File: config.mk
export PLATFORM = sky130hd
export DESIGN_NAME = ccts_sensor
export DESIGN_NICKNAME = d
export VERILOG_FILES = /design/src/ccts_pkg.sv /design/src/ccts_timer_if.sv /design/src/ccts_pin_sync.sv /design/src/ccts_sensor.sv /design/src/ccts_timer.sv
export SDC_FILE = /design/constraint.sdc
export NUM_CORES = 1
export LEC_CHECK = 0
export ABC_AREA = 1
export BUFFER_PORTS_ARGS = -buffer_cell sky130_fd_sc_hd__buf_2
export CORE_MARGIN = 1
export CORE_UTILIZATION = 40
export CTS_BUF_LIST = sky130_fd_sc_hd__clkbuf_8
export CTS_CLUSTER_SIZE = 24
export DETAILED_ROUTE_END_ITERATION = 8
export PLACE_DENSITY = 0.59
export SLEW_MARGIN = 0
export SYNTH_ARGS = -nofsm -noshare
export SYNTH_HDL_FRONTEND = slang
export SYNTH_HIERARCHICAL = 1
export SYNTH_SLANG_ARGS = --single-unit
File: constraint.sdc
create_clock -name clk_sys -period 2.9 [get_ports clk_sys]
set_input_delay 0.29 -clock clk_sys [delete_from_list [all_inputs] [get_ports clk_sys]]
set_output_delay 0.29 -clock clk_sys [all_outputs]
set_load 0.05 [all_outputs]
File: src/ccts_pkg.sv
// package of constants and types for the charge-time sensor
package ccts_pkg;

  // ------------------------------------------------------------------
  // timing
  // ------------------------------------------------------------------
  localparam int SYS_CLK_HZ = 10_000_000;
  localparam int CNT_CLK_HZ = 2_500_000;
  localparam int CNT_RES_NS = 400;
  // system clocks per counter tick
  localparam int TICK_DIV = SYS_CLK_HZ / CNT_CLK_HZ;
  localparam int DIV_W = 2;
  localparam logic [DIV_W-1:0] DIV_LAST = DIV_W'(TICK_DIV - 1);
  localparam logic [DIV_W-1:0] DIV_ZERO = 2'h0;
  // discharge time in system clocks
  localparam int DISCH_NS = 1000;
  localparam int DISCH_CYC = (DISCH_NS * (SYS_CLK_HZ / 1_000_000) + 999) / 1000;

  // ------------------------------------------------------------------
  // widths and values
  // ------------------------------------------------------------------
  localparam int CNT_W = 8;
  localparam logic [CNT_W-1:0] CNT_ZERO = 8'h00;
  localparam logic [CNT_W-1:0] CNT_MAX = 8'hFF;
  localparam int NSMP_W = 8;
  localparam logic [NSMP_W-1:0] NSMP_ZERO = 8'h00;
  localparam logic [NSMP_W-1:0] NSMP_ONE = 8'h01;
  localparam int DCH_W = 8;
  localparam logic [DCH_W-1:0] DCH_LAST = DCH_W'(DISCH_CYC - 1);
  localparam logic [DCH_W-1:0] DCH_ZERO = 8'h00;
  // noise filter: largest accepted jump from previous sample
  localparam logic [CNT_W-1:0] NOISE_LIM_DEF = 8'h20;

  // ------------------------------------------------------------------
  // commands and status
  // ------------------------------------------------------------------
  typedef enum logic [1:0] {
    CCTS_CMD_NONE = 2'h0,
    CCTS_CMD_RESTART = 2'h1,
    CCTS_CMD_PROCESS = 2'h2
  } ccts_cmd_e;

  typedef enum logic [1:0] {
    CCTS_ST_OK = 2'h0,
    CCTS_ST_BUSY = 2'h1,
    CCTS_ST_TIMEOUT = 2'h2
  } ccts_status_e;

endpackage

File: src/ccts_timer_if.sv
// interface between sequencer and low-level timer
`timescale 1ns/1ps
interface ccts_timer_if;
  logic clear;
  logic run;
  logic [ccts_pkg::CNT_W-1:0] count;
  logic overflow;

  modport ctrl (output clear, output run, input count, input overflow);
  modport tmr (input clear, input run, output count, output overflow);
endinterface

File: src/ccts_pin_sync.sv
// two-flop synchroniser for the electrode input
`timescale 1ns/1ps
module ccts_pin_sync
(
  // clock and reset
  input wire logic clk_sys,
  input wire logic rst_n,
  // pin in, synchronised out
  input wire logic pin_in,
  output logic pin_sync
);

  logic s1_r;
  logic s2_r;
  logic s1_nxt;
  logic s2_nxt;

  // only the second stage is read outside
  always_comb
  begin
    s1_nxt = pin_in;
    s2_nxt = s1_r;
  end

  always_ff @(posedge clk_sys)
  begin
    if (!rst_n)
    begin
      s1_r <= 1'b0;
      s2_r <= 1'b0;
    end
    else
    begin
      s1_r <= s1_nxt;
      s2_r <= s2_nxt;
    end
  end

  assign pin_sync = s2_r;

endmodule

File: src/ccts_sensor.sv
// charge-time capacitive electrode sensor, top level
// Operation
// idle: electrode pin driven high as output
// measurement start: drive pin low to discharge electrode
// after discharge release pin to input so pull-up charges it
// counter accumulates ticks while electrode charges until pin high
// pin high: stop counter, latch count, discharge again
// restart command: no action, report in-progress status
// process command: status ok, clear counter, clear sample flag
// after sample, timeout flag set: report timeout, remaining to zero
// good sample: store count, remaining samples minus one
// noise filter enabled: valid samples pass it before acceptance
// remaining zero ends sequence with status, else sample again
// start timer first, then release pin to input
// timeout before high: pulse interrupt, set flag, stop counter
// pin high in time: leave wait, stop counter, no timeout flag
// each low-level sample outputs raw timer count
// counter 8 bits wide, at most 255 counts
// counter tick 2.5 MHz from 10 MHz clock, 400 ns
// count at the highest allowed rate for finest step
// synchronise pin input; counter overflow means timeout
`timescale 1ns/1ps
module ccts_sensor
(
  // clock and reset
  input wire logic clk_sys,
  input wire logic rst_n,
  // command port from key detector
  input wire logic [1:0] cmd,
  input wire logic cmd_valid,
  input wire logic [ccts_pkg::NSMP_W-1:0] num_samples,
  input wire logic noise_filt_en,
  input wire logic [ccts_pkg::CNT_W-1:0] noise_limit,
  // status back
  output logic [1:0] status,
  output logic status_valid,
  output logic busy,
  // sample results
  output logic [ccts_pkg::CNT_W-1:0] raw_count,
  output logic raw_valid,
  output logic [ccts_pkg::CNT_W-1:0] sample,
  output logic sample_valid,
  output logic timeout_irq,
  output logic sample_flag,
  // electrode pin
  input wire logic elec_in,
  output logic elec_out,
  output logic elec_oe
);

  // ------------------------------------------------------------------
  // state and storage
  // ------------------------------------------------------------------
  typedef enum logic [2:0] {
    S_IDLE,
    S_DISCH,
    S_TSTART,
    S_CHARGE,
    S_EVAL
  } ccts_state_e;

  ccts_state_e st_r, st_nxt;
  logic [ccts_pkg::DCH_W-1:0] dch_r, dch_nxt;
  logic [ccts_pkg::NSMP_W-1:0] rem_r, rem_nxt;
  logic [1:0] status_r, status_nxt;
  logic status_v_r, status_v_nxt;
  logic [ccts_pkg::CNT_W-1:0] raw_r, raw_nxt;
  logic raw_v_r, raw_v_nxt;
  logic [ccts_pkg::CNT_W-1:0] smp_r, smp_nxt;
  logic smp_v_r, smp_v_nxt;
  logic have_prev_r, have_prev_nxt;
  logic tof_r, tof_nxt;
  logic irq_r, irq_nxt;
  logic flag_r, flag_nxt;
  logic pin_hi;

  ccts_timer_if tif ();

  // ------------------------------------------------------------------
  // leaf modules
  // ------------------------------------------------------------------
  ccts_timer u_timer
  (
    .clk_sys(clk_sys),
    .rst_n(rst_n),
    .t(tif.tmr)
  );

  ccts_pin_sync u_sync
  (
    .clk_sys(clk_sys),
    .rst_n(rst_n),
    .pin_in(elec_in),
    .pin_sync(pin_hi)
  );

  // absolute difference, used by the noise filter
  function automatic logic [ccts_pkg::CNT_W-1:0] abs_diff
  (
    input logic [ccts_pkg::CNT_W-1:0] a,
    input logic [ccts_pkg::CNT_W-1:0] b
  );
    abs_diff = (a > b) ? (a - b) : (b - a);
  endfunction

  // ------------------------------------------------------------------
  // timer steering from state
  // ------------------------------------------------------------------
  // clear during discharge; run from timer-start through charge
  always_comb
  begin
    tif.clear = (st_r == S_DISCH);
    tif.run = (st_r == S_TSTART) || (st_r == S_CHARGE);
  end

  // ------------------------------------------------------------------
  // sequencer next state
  // ------------------------------------------------------------------
  always_comb
  begin
    st_nxt = st_r;
    dch_nxt = dch_r;
    rem_nxt = rem_r;
    status_nxt = status_r;
    status_v_nxt = 1'b0;
    raw_nxt = raw_r;
    raw_v_nxt = 1'b0;
    smp_nxt = smp_r;
    smp_v_nxt = 1'b0;
    have_prev_nxt = have_prev_r;
    tof_nxt = tof_r;
    irq_nxt = 1'b0;
    flag_nxt = flag_r;
    unique case (st_r)
      S_IDLE:
      begin
        if (cmd_valid && cmd == ccts_pkg::CCTS_CMD_RESTART)
        begin
          // nothing to do for this method, answer at once
          status_nxt = ccts_pkg::CCTS_ST_BUSY;
          status_v_nxt = 1'b1;
        end
        else if (cmd_valid && cmd == ccts_pkg::CCTS_CMD_PROCESS)
        begin
          status_nxt = ccts_pkg::CCTS_ST_OK;
          flag_nxt = 1'b0;
          tof_nxt = 1'b0;
          have_prev_nxt = 1'b0;
          // zero samples asked: finish right away
          if (num_samples == ccts_pkg::NSMP_ZERO)
            status_v_nxt = 1'b1;
          else
          begin
            rem_nxt = num_samples;
            dch_nxt = ccts_pkg::DCH_ZERO;
            st_nxt = S_DISCH;
          end
        end
      end
      S_DISCH:
      begin
        if (dch_r == ccts_pkg::DCH_LAST)
          st_nxt = S_TSTART;
        else
          dch_nxt = dch_r + 1'b1;
      end
      S_TSTART:
        st_nxt = S_CHARGE;
      S_CHARGE:
      begin
        if (pin_hi)
          st_nxt = S_EVAL;
        else if (tif.overflow)
        begin
          // a late edge beats overflow: the count is saturated anyway
          irq_nxt = 1'b1;
          tof_nxt = 1'b1;
          st_nxt = S_EVAL;
        end
      end
      S_EVAL:
      begin
        // counter already stopped since run drops here
        raw_nxt = tif.count;
        raw_v_nxt = 1'b1;
        flag_nxt = 1'b1;
        dch_nxt = ccts_pkg::DCH_ZERO;
        if (tof_r)
        begin
          status_nxt = ccts_pkg::CCTS_ST_TIMEOUT;
          rem_nxt = ccts_pkg::NSMP_ZERO;
        end
        else
        begin
          // filter rejects big jumps; rejected samples do not count
          if (!noise_filt_en || !have_prev_r
              || abs_diff(tif.count, smp_r) <= noise_limit)
          begin
            smp_nxt = tif.count;
            smp_v_nxt = 1'b1;
            have_prev_nxt = 1'b1;
            rem_nxt = rem_r - ccts_pkg::NSMP_ONE;
          end
        end
        if (tof_r || (rem_nxt == ccts_pkg::NSMP_ZERO))
        begin
          status_v_nxt = 1'b1;
          st_nxt = S_IDLE;
        end
        else
          st_nxt = S_DISCH;
      end
      default:
        st_nxt = S_IDLE;
    endcase
  end

  // ------------------------------------------------------------------
  // sequencer registers
  // ------------------------------------------------------------------
  always_ff @(posedge clk_sys)
  begin
    if (!rst_n)
    begin
      st_r <= S_IDLE;
      dch_r <= ccts_pkg::DCH_ZERO;
      rem_r <= ccts_pkg::NSMP_ZERO;
      status_r <= ccts_pkg::CCTS_ST_OK;
      status_v_r <= 1'b0;
      raw_r <= ccts_pkg::CNT_ZERO;
      raw_v_r <= 1'b0;
      smp_r <= ccts_pkg::CNT_ZERO;
      smp_v_r <= 1'b0;
      have_prev_r <= 1'b0;
      tof_r <= 1'b0;
      irq_r <= 1'b0;
      flag_r <= 1'b0;
    end
    else
    begin
      st_r <= st_nxt;
      dch_r <= dch_nxt;
      rem_r <= rem_nxt;
      status_r <= status_nxt;
      status_v_r <= status_v_nxt;
      raw_r <= raw_nxt;
      raw_v_r <= raw_v_nxt;
      smp_r <= smp_nxt;
      smp_v_r <= smp_v_nxt;
      have_prev_r <= have_prev_nxt;
      tof_r <= tof_nxt;
      irq_r <= irq_nxt;
      flag_r <= flag_nxt;
    end
  end

  // ------------------------------------------------------------------
  // pin drive and outputs
  // ------------------------------------------------------------------
  // driven high when idle, low in discharge, released while charging
  always_comb
  begin
    // timer starts one cycle before the pin lets go, so no edge is missed
    elec_oe = !(st_r == S_CHARGE);
    elec_out = (st_r == S_IDLE);
  end

  assign status = status_r;
  assign status_valid = status_v_r;
  assign busy = (st_r != S_IDLE);
  assign raw_count = raw_r;
  assign raw_valid = raw_v_r;
  assign sample = smp_r;
  assign sample_valid = smp_v_r;
  assign timeout_irq = irq_r;
  assign sample_flag = flag_r;

endmodule

File: src/ccts_timer.sv
// prescaled 8-bit charge-time counter
`timescale 1ns/1ps
module ccts_timer
(
  // clock and reset
  input wire logic clk_sys,
  input wire logic rst_n,
  // control and count
  ccts_timer_if.tmr t
);

  logic [ccts_pkg::DIV_W-1:0] div_r;
  logic [ccts_pkg::DIV_W-1:0] div_nxt;
  logic [ccts_pkg::CNT_W-1:0] cnt_r;
  logic [ccts_pkg::CNT_W-1:0] cnt_nxt;
  logic ovf_r;
  logic ovf_nxt;

  // divide 10 MHz down to a 2.5 MHz tick and count ticks
  always_comb
  begin
    div_nxt = div_r;
    cnt_nxt = cnt_r;
    ovf_nxt = ovf_r;
    if (t.clear)
    begin
      div_nxt = ccts_pkg::DIV_ZERO;
      cnt_nxt = ccts_pkg::CNT_ZERO;
      ovf_nxt = 1'b0;
    end
    else if (t.run && !ovf_r)
    begin
      if (div_r == ccts_pkg::DIV_LAST)
      begin
        div_nxt = ccts_pkg::DIV_ZERO;
        // saturate at 255; a further tick at the top is the timeout
        if (cnt_r == ccts_pkg::CNT_MAX)
          ovf_nxt = 1'b1;
        else
          cnt_nxt = cnt_r + 1'b1;
      end
      else
        div_nxt = div_r + 1'b1;
    end
  end

  // registers only
  always_ff @(posedge clk_sys)
  begin
    if (!rst_n)
    begin
      div_r <= ccts_pkg::DIV_ZERO;
      cnt_r <= ccts_pkg::CNT_ZERO;
      ovf_r <= 1'b0;
    end
    else
    begin
      div_r <= div_nxt;
      cnt_r <= cnt_nxt;
      ovf_r <= ovf_nxt;
    end
  end

  assign t.count = cnt_r;
  assign t.overflow = ovf_r;

endmodule

==> out/summary.md, run 1 <==
The run finished, with violations left. The final reports fail on setup timing. Layout filler cell count: 890. After clock tree synthesis, the flow added hold-fix buffers numbering 0.

For this run, the number of Yosys warnings is 6. For the max-capacitance violation count, the log shows 0. The die is 99.2 um tall. Data on the critical path is required at its endpoint by 3.12 ns. The netlist uses 45 different library cells.

The largest single stage delay on the critical path is 0.39 ns. The analysis attributes to cell leakage a power of 0.00250 uW. Most common cell after layout, fill and taps aside: sky130_fd_sc_hd__nand2_1. The logs give -0.338 ns for the final setup slack of the worst path and 0 for the hold violation total from the final report. The worst clock skew is 0.0116 ns, and the share of the synthesized area in the top cell type is 30.2%.

Entering global routing, the biggest net connects 31 pins. For this run, global-route usage on met3 was measured as 2.81%. The sequential fraction of the synthesis area came out at 30.2%. TritonCTS built the clock tree. The peak clock frequency supported by timing was 309 MHz; the first-pass detailed-route iteration total was 4. The via count of the first global-routing pass came out at 3578.

The type of the worst setup path is flop to flop. For this block, the initial DRC count from the detailed router was 131. Summing all placed instances gives a cell area of 4710 um2.

The smallest clock period supported by the final layout is computed as 3.24 ns. Clock latency on the worst-skew pair, taken at its later pin, is 0.34 ns. In this run, the clock network consumes 40.3% of the power. Flip-flop cell with the highest count after synthesis: sky130_fd_sc_hd__dfxtp_1. Counting flops and latches in the post-synthesis netlist gives 57. By area the synthesized netlist is led by sky130_fd_sc_hd__dfxtp_1 30%, sky130_fd_sc_hd__nand2_1 9.8%, sky130_fd_sc_hd__ha_1 9.3%, sky130_fd_sc_hd__inv_1 8.2%, sky130_fd_sc_hd__a21oi_1 7.7%.

The wire length of the first global-routing pass came out at 16400 um. In this run the mean area of a mapped cell was 6.94 um2. Of the cells placed in the final design, the portion with a size suffix greater than 1 is 36.8%. Final count of pins violating max slew: 0. STA classifies the critical path startpoint as a flop.

The area growth from synthesis to layout is 40.0%. Detailed placement finished with a half-perimeter wire length of 7410 um. In this run, flip-flops and latches consume 40.4% of the power.

The global-route track usage on met2 is 33.9%, and the worst IR drop on VDD is 284 uV. The region available for standard cell placement spans 9200 um2. The number of flops mapped to enable cells by yosys is 0, and the sum of internal, switching and leakage power is 2040 uW. The number of buffers and inverters on the critical path is 6. Setup violations remaining at the end of the flow were counted as 20. For the number of nets in the synthesized netlist, the log shows 597.

The initial utilization of the core area, before any placement, comes to 41.1%. Routability-driven placement finished with a final weighted congestion of 0.853. The detail-routed via count per cell was 4.93. The count of pins on the block boundary is 49, and the via count of the routed design is 3863.

The remaining antenna violation count after routing came out at 0. The routed design has 10200 um of wire. After clock tree synthesis, the clock-pin slew on the worst setup and hold paths is 0.07 ns. Clock tree synthesis inserted a total of 9 buffers. The total internal power is 1430 uW.

For the pin with the worst max-slew slack, the measured transition is 0.672 ns. Slowest library cell on the worst path: sky130_fd_sc_hd__fa_1. In this run the core area contains 35 standard-cell rows. Width of the die: 99.2 um. Summed over all layers, the global routing overflow is 0.

On the critical path the largest part of the delay comes from simple AND/OR/NAND/NOR gates. The clock net in this run drives a total of 57 sinks. The biggest fanout along the worst timing path was 4. In the final routed layout, each cell accounts on average for 13.0 um. The cell seen most often among critical-path stages was sky130_fd_sc_hd__nand2_1. The number of diodes was 0; the number of buffer cells added on primary ports was 48.

In this run, the combinational gates consume 19.3% of the power. Data on the critical path arrives at its endpoint at 3.45 ns. In the synthesized netlist the async set-or-reset flop fraction comes to 0%.

In the synthesized netlist, the number of instances is 544. The maximum count of clock buffers along a single path is 2. Dividing the final minimum period by the clock period gives 112%. The met1 demand-to-capacity share in global routing is 28.2%, and the net switching fraction of the power is 30.1%. After global routing, the most crowded layer is met2.

The tools report the die footprint as 9840 um2. STA classifies the critical path endpoint as a flop. The logs give 0 for the remaining routing DRC violations and 3 for the number of H-tree branching levels.

In the layout the commonest cells are 86 x sky130_fd_sc_hd__nand2_1, 76 x sky130_fd_sc_hd__inv_1, 66 x sky130_fd_sc_hd__buf_4. The finished cells cover 5290 um2. The worst min-delay path class was primary input to flop.

The run gives 0 as the initial antenna violation count. The synthesized netlist occupies a cell area of 3780 um2. The worst pin sits at a relative slew slack of 55.1%.

The net count of the finished layout is 720. Summed over all instances, the cell type with the most area after synthesis is sky130_fd_sc_hd__dfxtp_1. The setup slack after placement was -0.493 ns.

For the global-route usage over all layers, the log shows 20.8%. Setup repair after global routing could not meet its margin everywhere. Net switching power of the design: 615 uW. The cell sitting at the root of the clock tree is a sky130_fd_sc_hd__clkbuf_8. The total power divided by cell area came out at 387 nW/um2.
-- final timing paths --
kind / from / slack [ns] / to / cells after the start
worst max-delay path: sample[0] / -0.34 / st_r[0] / 25
worst min-delay path: elec_in / 0.14 / u_sync/s1_r / 3
worst max register to register: sample[0] / -0.34 / st_r[0] / 25
worst min register to register: u_sync/s1_r / 0.42 / u_sync/pin_sync / 2
-- timing repair --
item | 4_1_cts | 5_1_grt
gates cloned | 2 | 1
setup endpoints to repair | 20 | 20
pin swaps | 28 | 20
setup buffers | 5 | 3
gates resized for setup | 32 | 29
-- cell families after synthesis --
kind of cell / after synthesis / share of synthesized area (%)
adders and majority gates: 30 / 10.3
DFF: 57 / 30.2
AOI/OAI and AO/OA: 112 / 16.5
and+or+nand+nor: 223 / 27.6
buffers and inverters: 102 / 10.7
xor gates and xnor gates: 20 / 4.64
-- cell type report --
| cell class | count | area (um2) | area share, % |
|---|---|---|---|
| repair buffers | 122 | 835 | 15.8 |
| inverters | 89 | 337 | 6.36 |
| clock buffers | 9 | 124 | 2.34 |
| well taps | 111 | 139 | 2.63 |
| multi-input cells | 388 | 2590 | 48.9 |
| flip-flops and latches | 57 | 1170 | 22.1 |
| clock inverters | 7 | 95.1 | 1.80 |
-- registers in the layout (all words and copies together), names as in the netlist --
register and count:
status 2, u_timer/t.count 8, status_valid 1, timeout_irq 1, rem_r 8, dch_r 8
sample_flag 1, raw_valid 1, u_sync/s1_r 1, u_timer/t.overflow 1, u_timer/div_r 2, sample 8
u_sync/pin_sync 1, have_prev_r 1, raw_count 8, st_r 3, tof_r 1, sample_valid 1
-- metal layers --
metal / wire, um / vias up
li1: - / 2031
met5: 0 / -
met1: 4910 / 1766
met4: 108 / 0
met3: 296 / 10
met2: 4850 / 56
-- worst reg2reg max path, cell delays in order (launching register included) --
cell and delay (ns):
sky130_fd_sc_hd__dfxtp_4 0.35, sky130_fd_sc_hd__buf_4 0.14, sky130_fd_sc_hd__inv_1 0.08, sky130_fd_sc_hd__ha_1 0.14
sky130_fd_sc_hd__inv_1 0.06, sky130_fd_sc_hd__fa_1 0.39, sky130_fd_sc_hd__inv_1 0.09, sky130_fd_sc_hd__o221ai_1 0.13
sky130_fd_sc_hd__xor2_1 0.16, sky130_fd_sc_hd__nand2_1 0.06, sky130_fd_sc_hd__nand2_1 0.06, sky130_fd_sc_hd__inv_1 0.04
sky130_fd_sc_hd__ha_1 0.27, sky130_fd_sc_hd__nand2_2 0.11, sky130_fd_sc_hd__nor2_4 0.06, sky130_fd_sc_hd__a21oi_4 0.21
sky130_fd_sc_hd__buf_12 0.16, sky130_fd_sc_hd__nand2_8 0.06, sky130_fd_sc_hd__nand2_2 0.07, sky130_fd_sc_hd__nand2_2 0.06
sky130_fd_sc_hd__nand2_1 0.06, sky130_fd_sc_hd__nand2_1 0.07, sky130_fd_sc_hd__nor2_2 0.12, sky130_fd_sc_hd__nand2_1 0.07
sky130_fd_sc_hd__nand2_1 0.06, sky130_fd_sc_hd__a21oi_1 0.05
-- through the flow --
stage	util, %	setup TNS, ns	cells	hold WS (ns)
after global routing	57.5	-10.20	783	0.174
final	57.5	-4.82	783	0.138
after floorplan	-	-3.38	544	0.383
after CTS	55.8	-3.97	779	0.116
after global placement	51.2	-5.20	756	0.392
after detailed placement	51.2	-6.79	756	0.400
-- power by group through the flow --
stage,Sequential [uW],Combinational [uW],Clock [uW]
6_report,826,394,824
5_1_grt,828,435,889
4_1_cts,824,359,853
3_5_place_dp,842,330,0
3_3_place_gp,843,331,0
2_1_floorplan,848,248,0
-- synthesized netlist by cell type, drive strengths merged, types with 3 or more instances --
cell and n:
nand2 107, nor2 52, buf 9, a21oi 61, nor3 7, or2 6, nand3 32, ha 28
o221ai 4, dfxtp 57, o21ai 37, nand4 14, xor2 17, xnor2 3, inv 89, clkbuf 4
Note: power is estimated with default switching activity, not from simulation.
==> inputs of run 2 (changes only) <==
--- a/config.mk
+++ b/config.mk
@@ -13,6 +13,8 @@
 export CTS_CLUSTER_SIZE = 24
 export DETAILED_ROUTE_END_ITERATION = 8
 export PLACE_DENSITY = 0.59
+export REMOVE_ABC_BUFFERS = 1
+export SETUP_SLACK_MARGIN = 0.02
 export SLEW_MARGIN = 0
 export SYNTH_ARGS = -nofsm -noshare
 export SYNTH_HDL_FRONTEND = slang
==> out/summary.md, run 2 (synthesis gave the netlist of run 1 again) <==
The logs give 21.1% for the global-route usage over all layers and 877 for the layout filler cell count. The run gives 2620 um2 as the area of the multi-input gates. In the final layout, the share of cells above drive strength 1 is 36.6%. Across the routed clock network, the largest skew measured is 0.0124 ns. After clock tree synthesis, the clock-pin slew on the worst setup and hold paths is 0.07 ns.

The tools report the remaining antenna violation count after routing as 0. The tools report the via count of the first global-routing pass as 3730. After global routing the overflow that remains totals 0. Entering global routing, the biggest net connects 31 pins. The number of buffers created by CTS is 9, and the initial antenna violation count is 0. For this configuration, the core starts out at a cell density of 41.1%. The logs give 5 for the first-pass detailed-route iteration total and 0.00259 uW for the static leakage power. The worst setup path is launched from a flop. After detailed routing, the total wire length is 10400 um. The run gives 3 as the number of H-tree branching levels. The max-capacitance violation count is 0. The maximum count of clock buffers along a single path is 2, and the count of pins on the block boundary is 49. Peak clock frequency supported by timing: 304 MHz. In this run the vertical extent of the chip is 99.2 um.

The post-synthesis to final-layout area growth is 42.4%, and the final-layout setup total negative slack is -4.22 ns. The setup slack after placement was -0.535 ns; the clock sink total was 57. The number of buffer cells added on primary ports is 48, and the hold slack is 0.138 ns. For the pin with the worst max-slew slack, the measured transition is 0.697 ns. Core area: 9200 um2. The tools report the type of destination of the critical path as a flop.

The tools report the max-slew headroom at the worst pin as 53.5%. In the final routed layout, each cell accounts on average for 13.1 um. The floorplan has 35 rows. The clock latency at the later pin of the worst-skew pair is 0.34 ns, and the detailed-placement wirelength estimate is 7560 um.

The die footprint is 9840 um2. In this run, the number of DRC markers left after iteration 0 of detailed routing was 142. The tools report the sequential standard cell area as 1150 um2. For the final setup slack of the worst path, the log shows -0.393 ns. Dividing total power by cell area gives a power density of 394 nW/um2.

Setup repair after global routing could not meet its margin everywhere. From left edge to right edge, the die measures 99.2 um. Data arrives at the worst endpoint at 3.52 ns. Of all nets on the critical path, the largest fanout is 8. The tools report the hold violation total from the final report as 0. Leaving out fill and tap cells, the most frequent cell in the layout is sky130_fd_sc_hd__nand2_1. The worst setup path is of the flop to flop kind. For the via count of the routed design, the log shows 3938. The top cell types in the final layout, fill and taps aside, are 82 x sky130_fd_sc_hd__nand2_1, 79 x sky130_fd_sc_hd__inv_1, 79 x sky130_fd_sc_hd__buf_4. Counting instances, the worst hold path has a depth of 3. In the routed layout, each cell is associated on average with a via count of 4.98. The final count of negative-setup-slack endpoints is 20. At the end of routability-driven placement, the weighted congestion stood at 0.876. For the worst IR drop on VDD, the log shows 308 uV.

The repair_antennas step left the layout with diodes totalling 0. Dividing the final minimum period by the clock period gives 114%. The final count of pins violating max slew was 0; the required time reported for the critical path endpoint was 3.12 ns.

In this run, post-CTS hold repair placed 0 buffers. The master cell of the clock root buffer is sky130_fd_sc_hd__clkbuf_8. The first global-routing pass estimated 16600 um of wire. TritonCTS built the clock tree.

Final critical delay including setup and external delays: 3.29 ns. The flow ran to the end, but the final reports show violations. For this run, design rule violations remaining after detail routing come to 0.

The final reports fail on setup timing. In this run the worst hold path is classified as primary input to flop. The final net count was 728; the final cell utilization of the core was 58.5%. For the worst flop-to-flop path, the logic depth is 23.
## run 2: cell count changes in the layout (fill, tap and decap cells not counted), moves of 4 or more
| cell | delta |
|---|---|
| sky130_fd_sc_hd__buf_4 | +13 |
| sky130_fd_sc_hd__o21ai_2 | -6 |
| sky130_fd_sc_hd__buf_6 | -4 |
| sky130_fd_sc_hd__dfxtp_1 | +6 |
| sky130_fd_sc_hd__dfxtp_4 | -7 |
| sky130_fd_sc_hd__a21oi_2 | -5 |
| sky130_fd_sc_hd__o21ai_0 | +5 |
| sky130_fd_sc_hd__nand3_1 | -7 |
| sky130_fd_sc_hd__a21oi_1 | +6 |
| sky130_fd_sc_hd__nand2_1 | -4 |
## run 2: critical path, cell delays in order, from the launching register on
cell	delay, ns
sky130_fd_sc_hd__dfxtp_1	0.33
sky130_fd_sc_hd__inv_1	0.08
sky130_fd_sc_hd__ha_4	0.29
sky130_fd_sc_hd__inv_1	0.06
sky130_fd_sc_hd__o21bai_2	0.20
sky130_fd_sc_hd__a21oi_2	0.09
sky130_fd_sc_hd__o21ai_2	0.16
sky130_fd_sc_hd__nand2_4	0.10
sky130_fd_sc_hd__buf_4	0.15
sky130_fd_sc_hd__o21ai_2	0.12
sky130_fd_sc_hd__xnor2_1	0.13
sky130_fd_sc_hd__inv_1	0.10
sky130_fd_sc_hd__ha_4	0.23
sky130_fd_sc_hd__nand2_4	0.07
sky130_fd_sc_hd__nor2_2	0.05
sky130_fd_sc_hd__a21oi_4	0.26
sky130_fd_sc_hd__buf_12	0.18
sky130_fd_sc_hd__nand3_2	0.09
sky130_fd_sc_hd__nand3_2	0.09
sky130_fd_sc_hd__nand2_2	0.08
sky130_fd_sc_hd__nor2_4	0.12
sky130_fd_sc_hd__nand2_1	0.07
sky130_fd_sc_hd__nand2_1	0.06
sky130_fd_sc_hd__a21oi_1	0.06
## run 2: through the flow
stage,instances,power (uW),cell area (um2)
floorplan,531,1090,3710
finish,791,2120,5380
CTS,787,2090,5110
detailed placement,762,1190,4640
global placement,762,1190,4640
global route,791,2220,5380
## run 2: layer usage
metal | track usage, % | routed length [um] | vias to the layer above
li1 | - | - | 2040
met1 | 27.2 | 4750 | 1826
met2 | 35.4 | 5200 | 59
met3 | 3.09 | 269 | 13
met4 | 8.71 | 139 | 0
met5 | 0 | 0 | -
## run 2: final cells by class
cell class / count / share of cell area (%)
clock inverters: 5 / 1.44
clock buffers: 11 / 2.81
well taps: 111 / 2.58
inverters: 89 / 6.30
flip-flops and latches: 57 / 21.3
repair buffers: 132 / 16.9
multi-input cells: 386 / 48.7
## run 2: report_power, final
group,leakage [uW],internal [uW],switching (uW)
Clock,0.000121,529,329
Sequential,0.000464,810,23.3
Combinational,0.00200,161,270
Total,0.00259,1500,623
## run 2: path summary, 6_finish.rpt
check | from | to | slack (ns)
setup reg to reg | sample[5] | st_r[0] | -0.39
setup / recovery | sample[5] | st_r[0] | -0.39
hold reg to reg | u_sync/s1_r | u_sync/pin_sync | 0.41
hold / removal | elec_in | u_sync/s1_r | 0.14
## run 2: what timing repair did
| item | in CTS | in global routing |
|---|---|---|
| endpoints found under the hold margin | 0 | 0 |
| setup buffers | 10 | 4 |
| gates cloned | 1 | 0 |
| resized for setup | 44 | 51 |
| pin swaps | 27 | 39 |
| setup endpoints to repair | 20 | 20 |
==> inputs of run 3 (changes only) <==
--- a/config.mk
+++ b/config.mk
@@ -7,11 +7,11 @@
 export LEC_CHECK = 0
 export ABC_AREA = 1
 export BUFFER_PORTS_ARGS = -buffer_cell sky130_fd_sc_hd__buf_2
-export CORE_MARGIN = 1
 export CORE_UTILIZATION = 40
 export CTS_BUF_LIST = sky130_fd_sc_hd__clkbuf_8
 export CTS_CLUSTER_SIZE = 24
 export DETAILED_ROUTE_END_ITERATION = 8
+export MAX_ROUTING_LAYER = met4
 export PLACE_DENSITY = 0.59
 export REMOVE_ABC_BUFFERS = 1
 export SETUP_SLACK_MARGIN = 0.02
==> constraint.sdc (replaced) <==
create_clock -name clk_sys -period 2.9 [get_ports clk_sys]
set_input_delay 0.58 -clock clk_sys [delete_from_list [all_inputs] [get_ports clk_sys]]
set_output_delay 0.58 -clock clk_sys [all_outputs]
set_load 0.05 [all_outputs]
==> out/summary.md, run 3 (synthesis gave the netlist of run 1 again) <==
The run finished, with violations left. The checks that failed: setup timing. The first detailed-routing pass ran for 4 iterations. The path class of the tightest hold or removal check is flop to flop.

Of all nets on the critical path, the largest fanout is 6. The final count of pins violating max slew came out at 0. The run gives 313 uV as the worst IR drop on VDD. On the final layout, the worst clock skew is 0.0116 ns. The final layout contains routed wiring with a total length of 10500 um. For this run, the top clock speed supported by timing is 301 MHz. The category of the worst setup path launch point was a flop. In the routed design, unresolved DRC markers number 0. The design draws 2120 uW.

Net switching fraction of the power: 28.4%. Summing over every cut layer, the via total after detailed routing is 3968. The wire-length estimate of the detail-placed layout is 7520 um.

For the worst flop-to-flop path, the logic depth is 26. Sequential cells account for 39.2% of the total power. For the pin with the worst max-slew slack, the measured transition is 0.650 ns. Clock tree synthesis selected as its root buffer the cell sky130_fd_sc_hd__clkbuf_8. The total power divided by cell area is 388 nW/um2. The logs give 56.6% for the max-slew headroom at the worst pin and 9200 um2 for the core area. After detailed placement, the design holds a cell count of 759. The startpoint identified for the worst register-to-register timing path is u_timer/t.count[0]. In the final routed layout, each cell accounts on average for 13.2 um. The setup slack after placement was -0.662 ns; the clock transition time at the flip-flop clock pins of the worst setup and hold paths was 0.07 ns. The most common cell after layout, fill and taps aside was sky130_fd_sc_hd__nand2_1.

The die footprint was 9840 um2; the final setup slack of the worst path was -0.425 ns. The hold violation total from the final report was 0; the number of DRC violations after detailed-routing iteration 0 was 149. The finished layout holds 796 standard cells, fillers aside. Cell depth of the worst min-delay path: 2. Clock latency on the worst-skew pair, taken at its later pin, is 0.33 ns. Compared with the post-synthesis result, the final layout area differs by 44.7%.

For the clock sink total, the log shows 57. The via count of the first global-routing pass is 3772, and the layout filler cell count is 832. The die is 99.2 um tall.

The floorplan has 35 rows. The internal portion of the total power is 1520 uW. The floorplan step set the die width to 99.2 um. For the worst setup path, the data arrival time is 3.54 ns. The initial antenna violation count is 0, and the final global-route overflow total is 0. TritonCTS built the clock tree.

Data on the critical path is required at its endpoint by 3.11 ns. The final critical path takes up 115% of the cycle. For flop-to-flop paths, the worst setup slack is -0.43 ns. The weighted congestion at the end of routability-driven global placement was 0.860. The analysis attributes to net switching a power of 602 uW. The type of the worst setup path is flop to flop.

The final layout contains 733 nets. In the routed layout, each cell is associated on average with a via count of 4.98. At the end of the flow the core is filled with cells to 59.4%. Share of cells above drive strength 1: 38.4%.

STA classifies the critical path endpoint as a flop. In this run the deepest clock path goes through 2 buffers. The initial utilization of the core area, before any placement, comes to 41.1%. Setup violations remaining at the end of the flow were counted as 20. The share of total power dissipated in combinational logic is 19.3%. The hold-critical path endpoint was u_sync/pin_sync.

The remaining antenna violation count after routing is 0. In this run the number of H-tree levels came out at 3. The run gives 0.00259 uW as the static leakage power. The number of buffer cells added on primary ports is 48.

Pin placement for this block handled 49 I/O pins. Setup repair after global routing could not meet its margin everywhere. The global-route usage over all layers was 21.6%; the number of diodes was 0. In this run the most critical hold path is launched from u_sync/s1_r. In this run the critical register-to-register path is captured at st_r[0].

The tool flagged a number of max-cap violations equal to 0. For the part of the power in the clock network, the log shows 41.5%. TritonCTS created 9 clock buffers. Wire length of the first global-routing pass: 16700 um. The pin count of the biggest net entering global routing is 20. The tightest hold path in the finished design has a slack of 0.418 ns. The library cells used most frequently in the layout, excluding fill and tap cells, are 79 x sky130_fd_sc_hd__nand2_1, 78 x sky130_fd_sc_hd__buf_4, 76 x sky130_fd_sc_hd__inv_1. The final critical delay including setup and external delays works out to 3.33 ns.
-- run 3: power by group through the flow --
stage	Combinational [uW]	Clock (uW)	Sequential, uW
after floorplan	237	0	854
after global placement	326	0	849
after detailed placement	329	0	849
after CTS	365	898	831
after global routing	459	931	834
final	408	879	831
-- run 3: worst max path at each step --
stage	startpoint	endpoint	slack, ns
finish	u_timer/t.count[0]	st_r[0]	-0.43
global route	u_timer/t.count[0]	st_r[0]	-0.62
CTS	u_timer/t.count[0]	status_valid	-0.46
detailed placement	u_timer/t.count[0]	status_valid	-0.66
global placement	u_timer/t.count[0]	st_r[0]	-0.54
floorplan	sample[1]	status_valid	-0.67
-- run 3: cell type report --
type / count / area (um2) / area share (%)
Multi-Input combinational cell: 389 / 2680 / 49.0
Sequential cell: 57 / 1150 / 21.0
Timing Repair Buffer: 134 / 925 / 16.9
Inverter: 89 / 339 / 6.21
Clock buffer: 12 / 165 / 3.02
Tap cell: 111 / 139 / 2.54
Clock inverter: 4 / 73.8 / 1.35
-- run 3: per-stage QoR --
stage                     setup TNS, ns  instance area [um2]
after floorplan                  -11.27                 3710
after global placement            -7.78                 4610
after detailed placement         -10.26                 4610
after CTS                         -6.77                 5110
after global routing              -9.79                 5460
final                             -5.95                 5460
-- run 3: worst max-delay path, stage by stage, from the launching register on --
cell and delay [ns]:
sky130_fd_sc_hd__dfxtp_2 0.32, sky130_fd_sc_hd__inv_2 0.07, sky130_fd_sc_hd__ha_4 0.13, sky130_fd_sc_hd__inv_2 0.03, sky130_fd_sc_hd__fa_2 0.32, sky130_fd_sc_hd__inv_2 0.07, sky130_fd_sc_hd__o21ai_2 0.07, sky130_fd_sc_hd__a21oi_2 0.16
sky130_fd_sc_hd__o21ai_2 0.09, sky130_fd_sc_hd__nand2_4 0.11, sky130_fd_sc_hd__inv_4 0.06, sky130_fd_sc_hd__nand2_2 0.06, sky130_fd_sc_hd__nand2_2 0.05, sky130_fd_sc_hd__xor2_1 0.16, sky130_fd_sc_hd__inv_1 0.09, sky130_fd_sc_hd__ha_4 0.25
sky130_fd_sc_hd__nand2_4 0.06, sky130_fd_sc_hd__nor2_4 0.05, sky130_fd_sc_hd__buf_6 0.11, sky130_fd_sc_hd__a21oi_4 0.23, sky130_fd_sc_hd__nand3_1 0.14, sky130_fd_sc_hd__nand3_1 0.13, sky130_fd_sc_hd__nand2_1 0.08, sky130_fd_sc_hd__nor2_2 0.16
sky130_fd_sc_hd__nand2_1 0.08, sky130_fd_sc_hd__nand2_1 0.06, sky130_fd_sc_hd__a21oi_1 0.06
-- run 3: what timing repair did --
action	4_1_cts	5_1_grt
endpoints found under the setup margin	20	20
gates cloned	4	0
resized for setup	42	72
hold buffers	0	0
pin swaps	27	46
setup buffers	12	5
-- run 3: layer usage --
| metal | up-vias | share of wire, % | global-route usage, % |
|---|---|---|---|
| met5 | - | 0 | - |
| met1 | 1848 | 47 | 26.7 |
| met3 | 15 | 1.7 | 2.11 |
| li1 | 2058 | - | - |
| met2 | 47 | 50 | 37.7 |
| met4 | 0 | 1.7 | 6.22 |
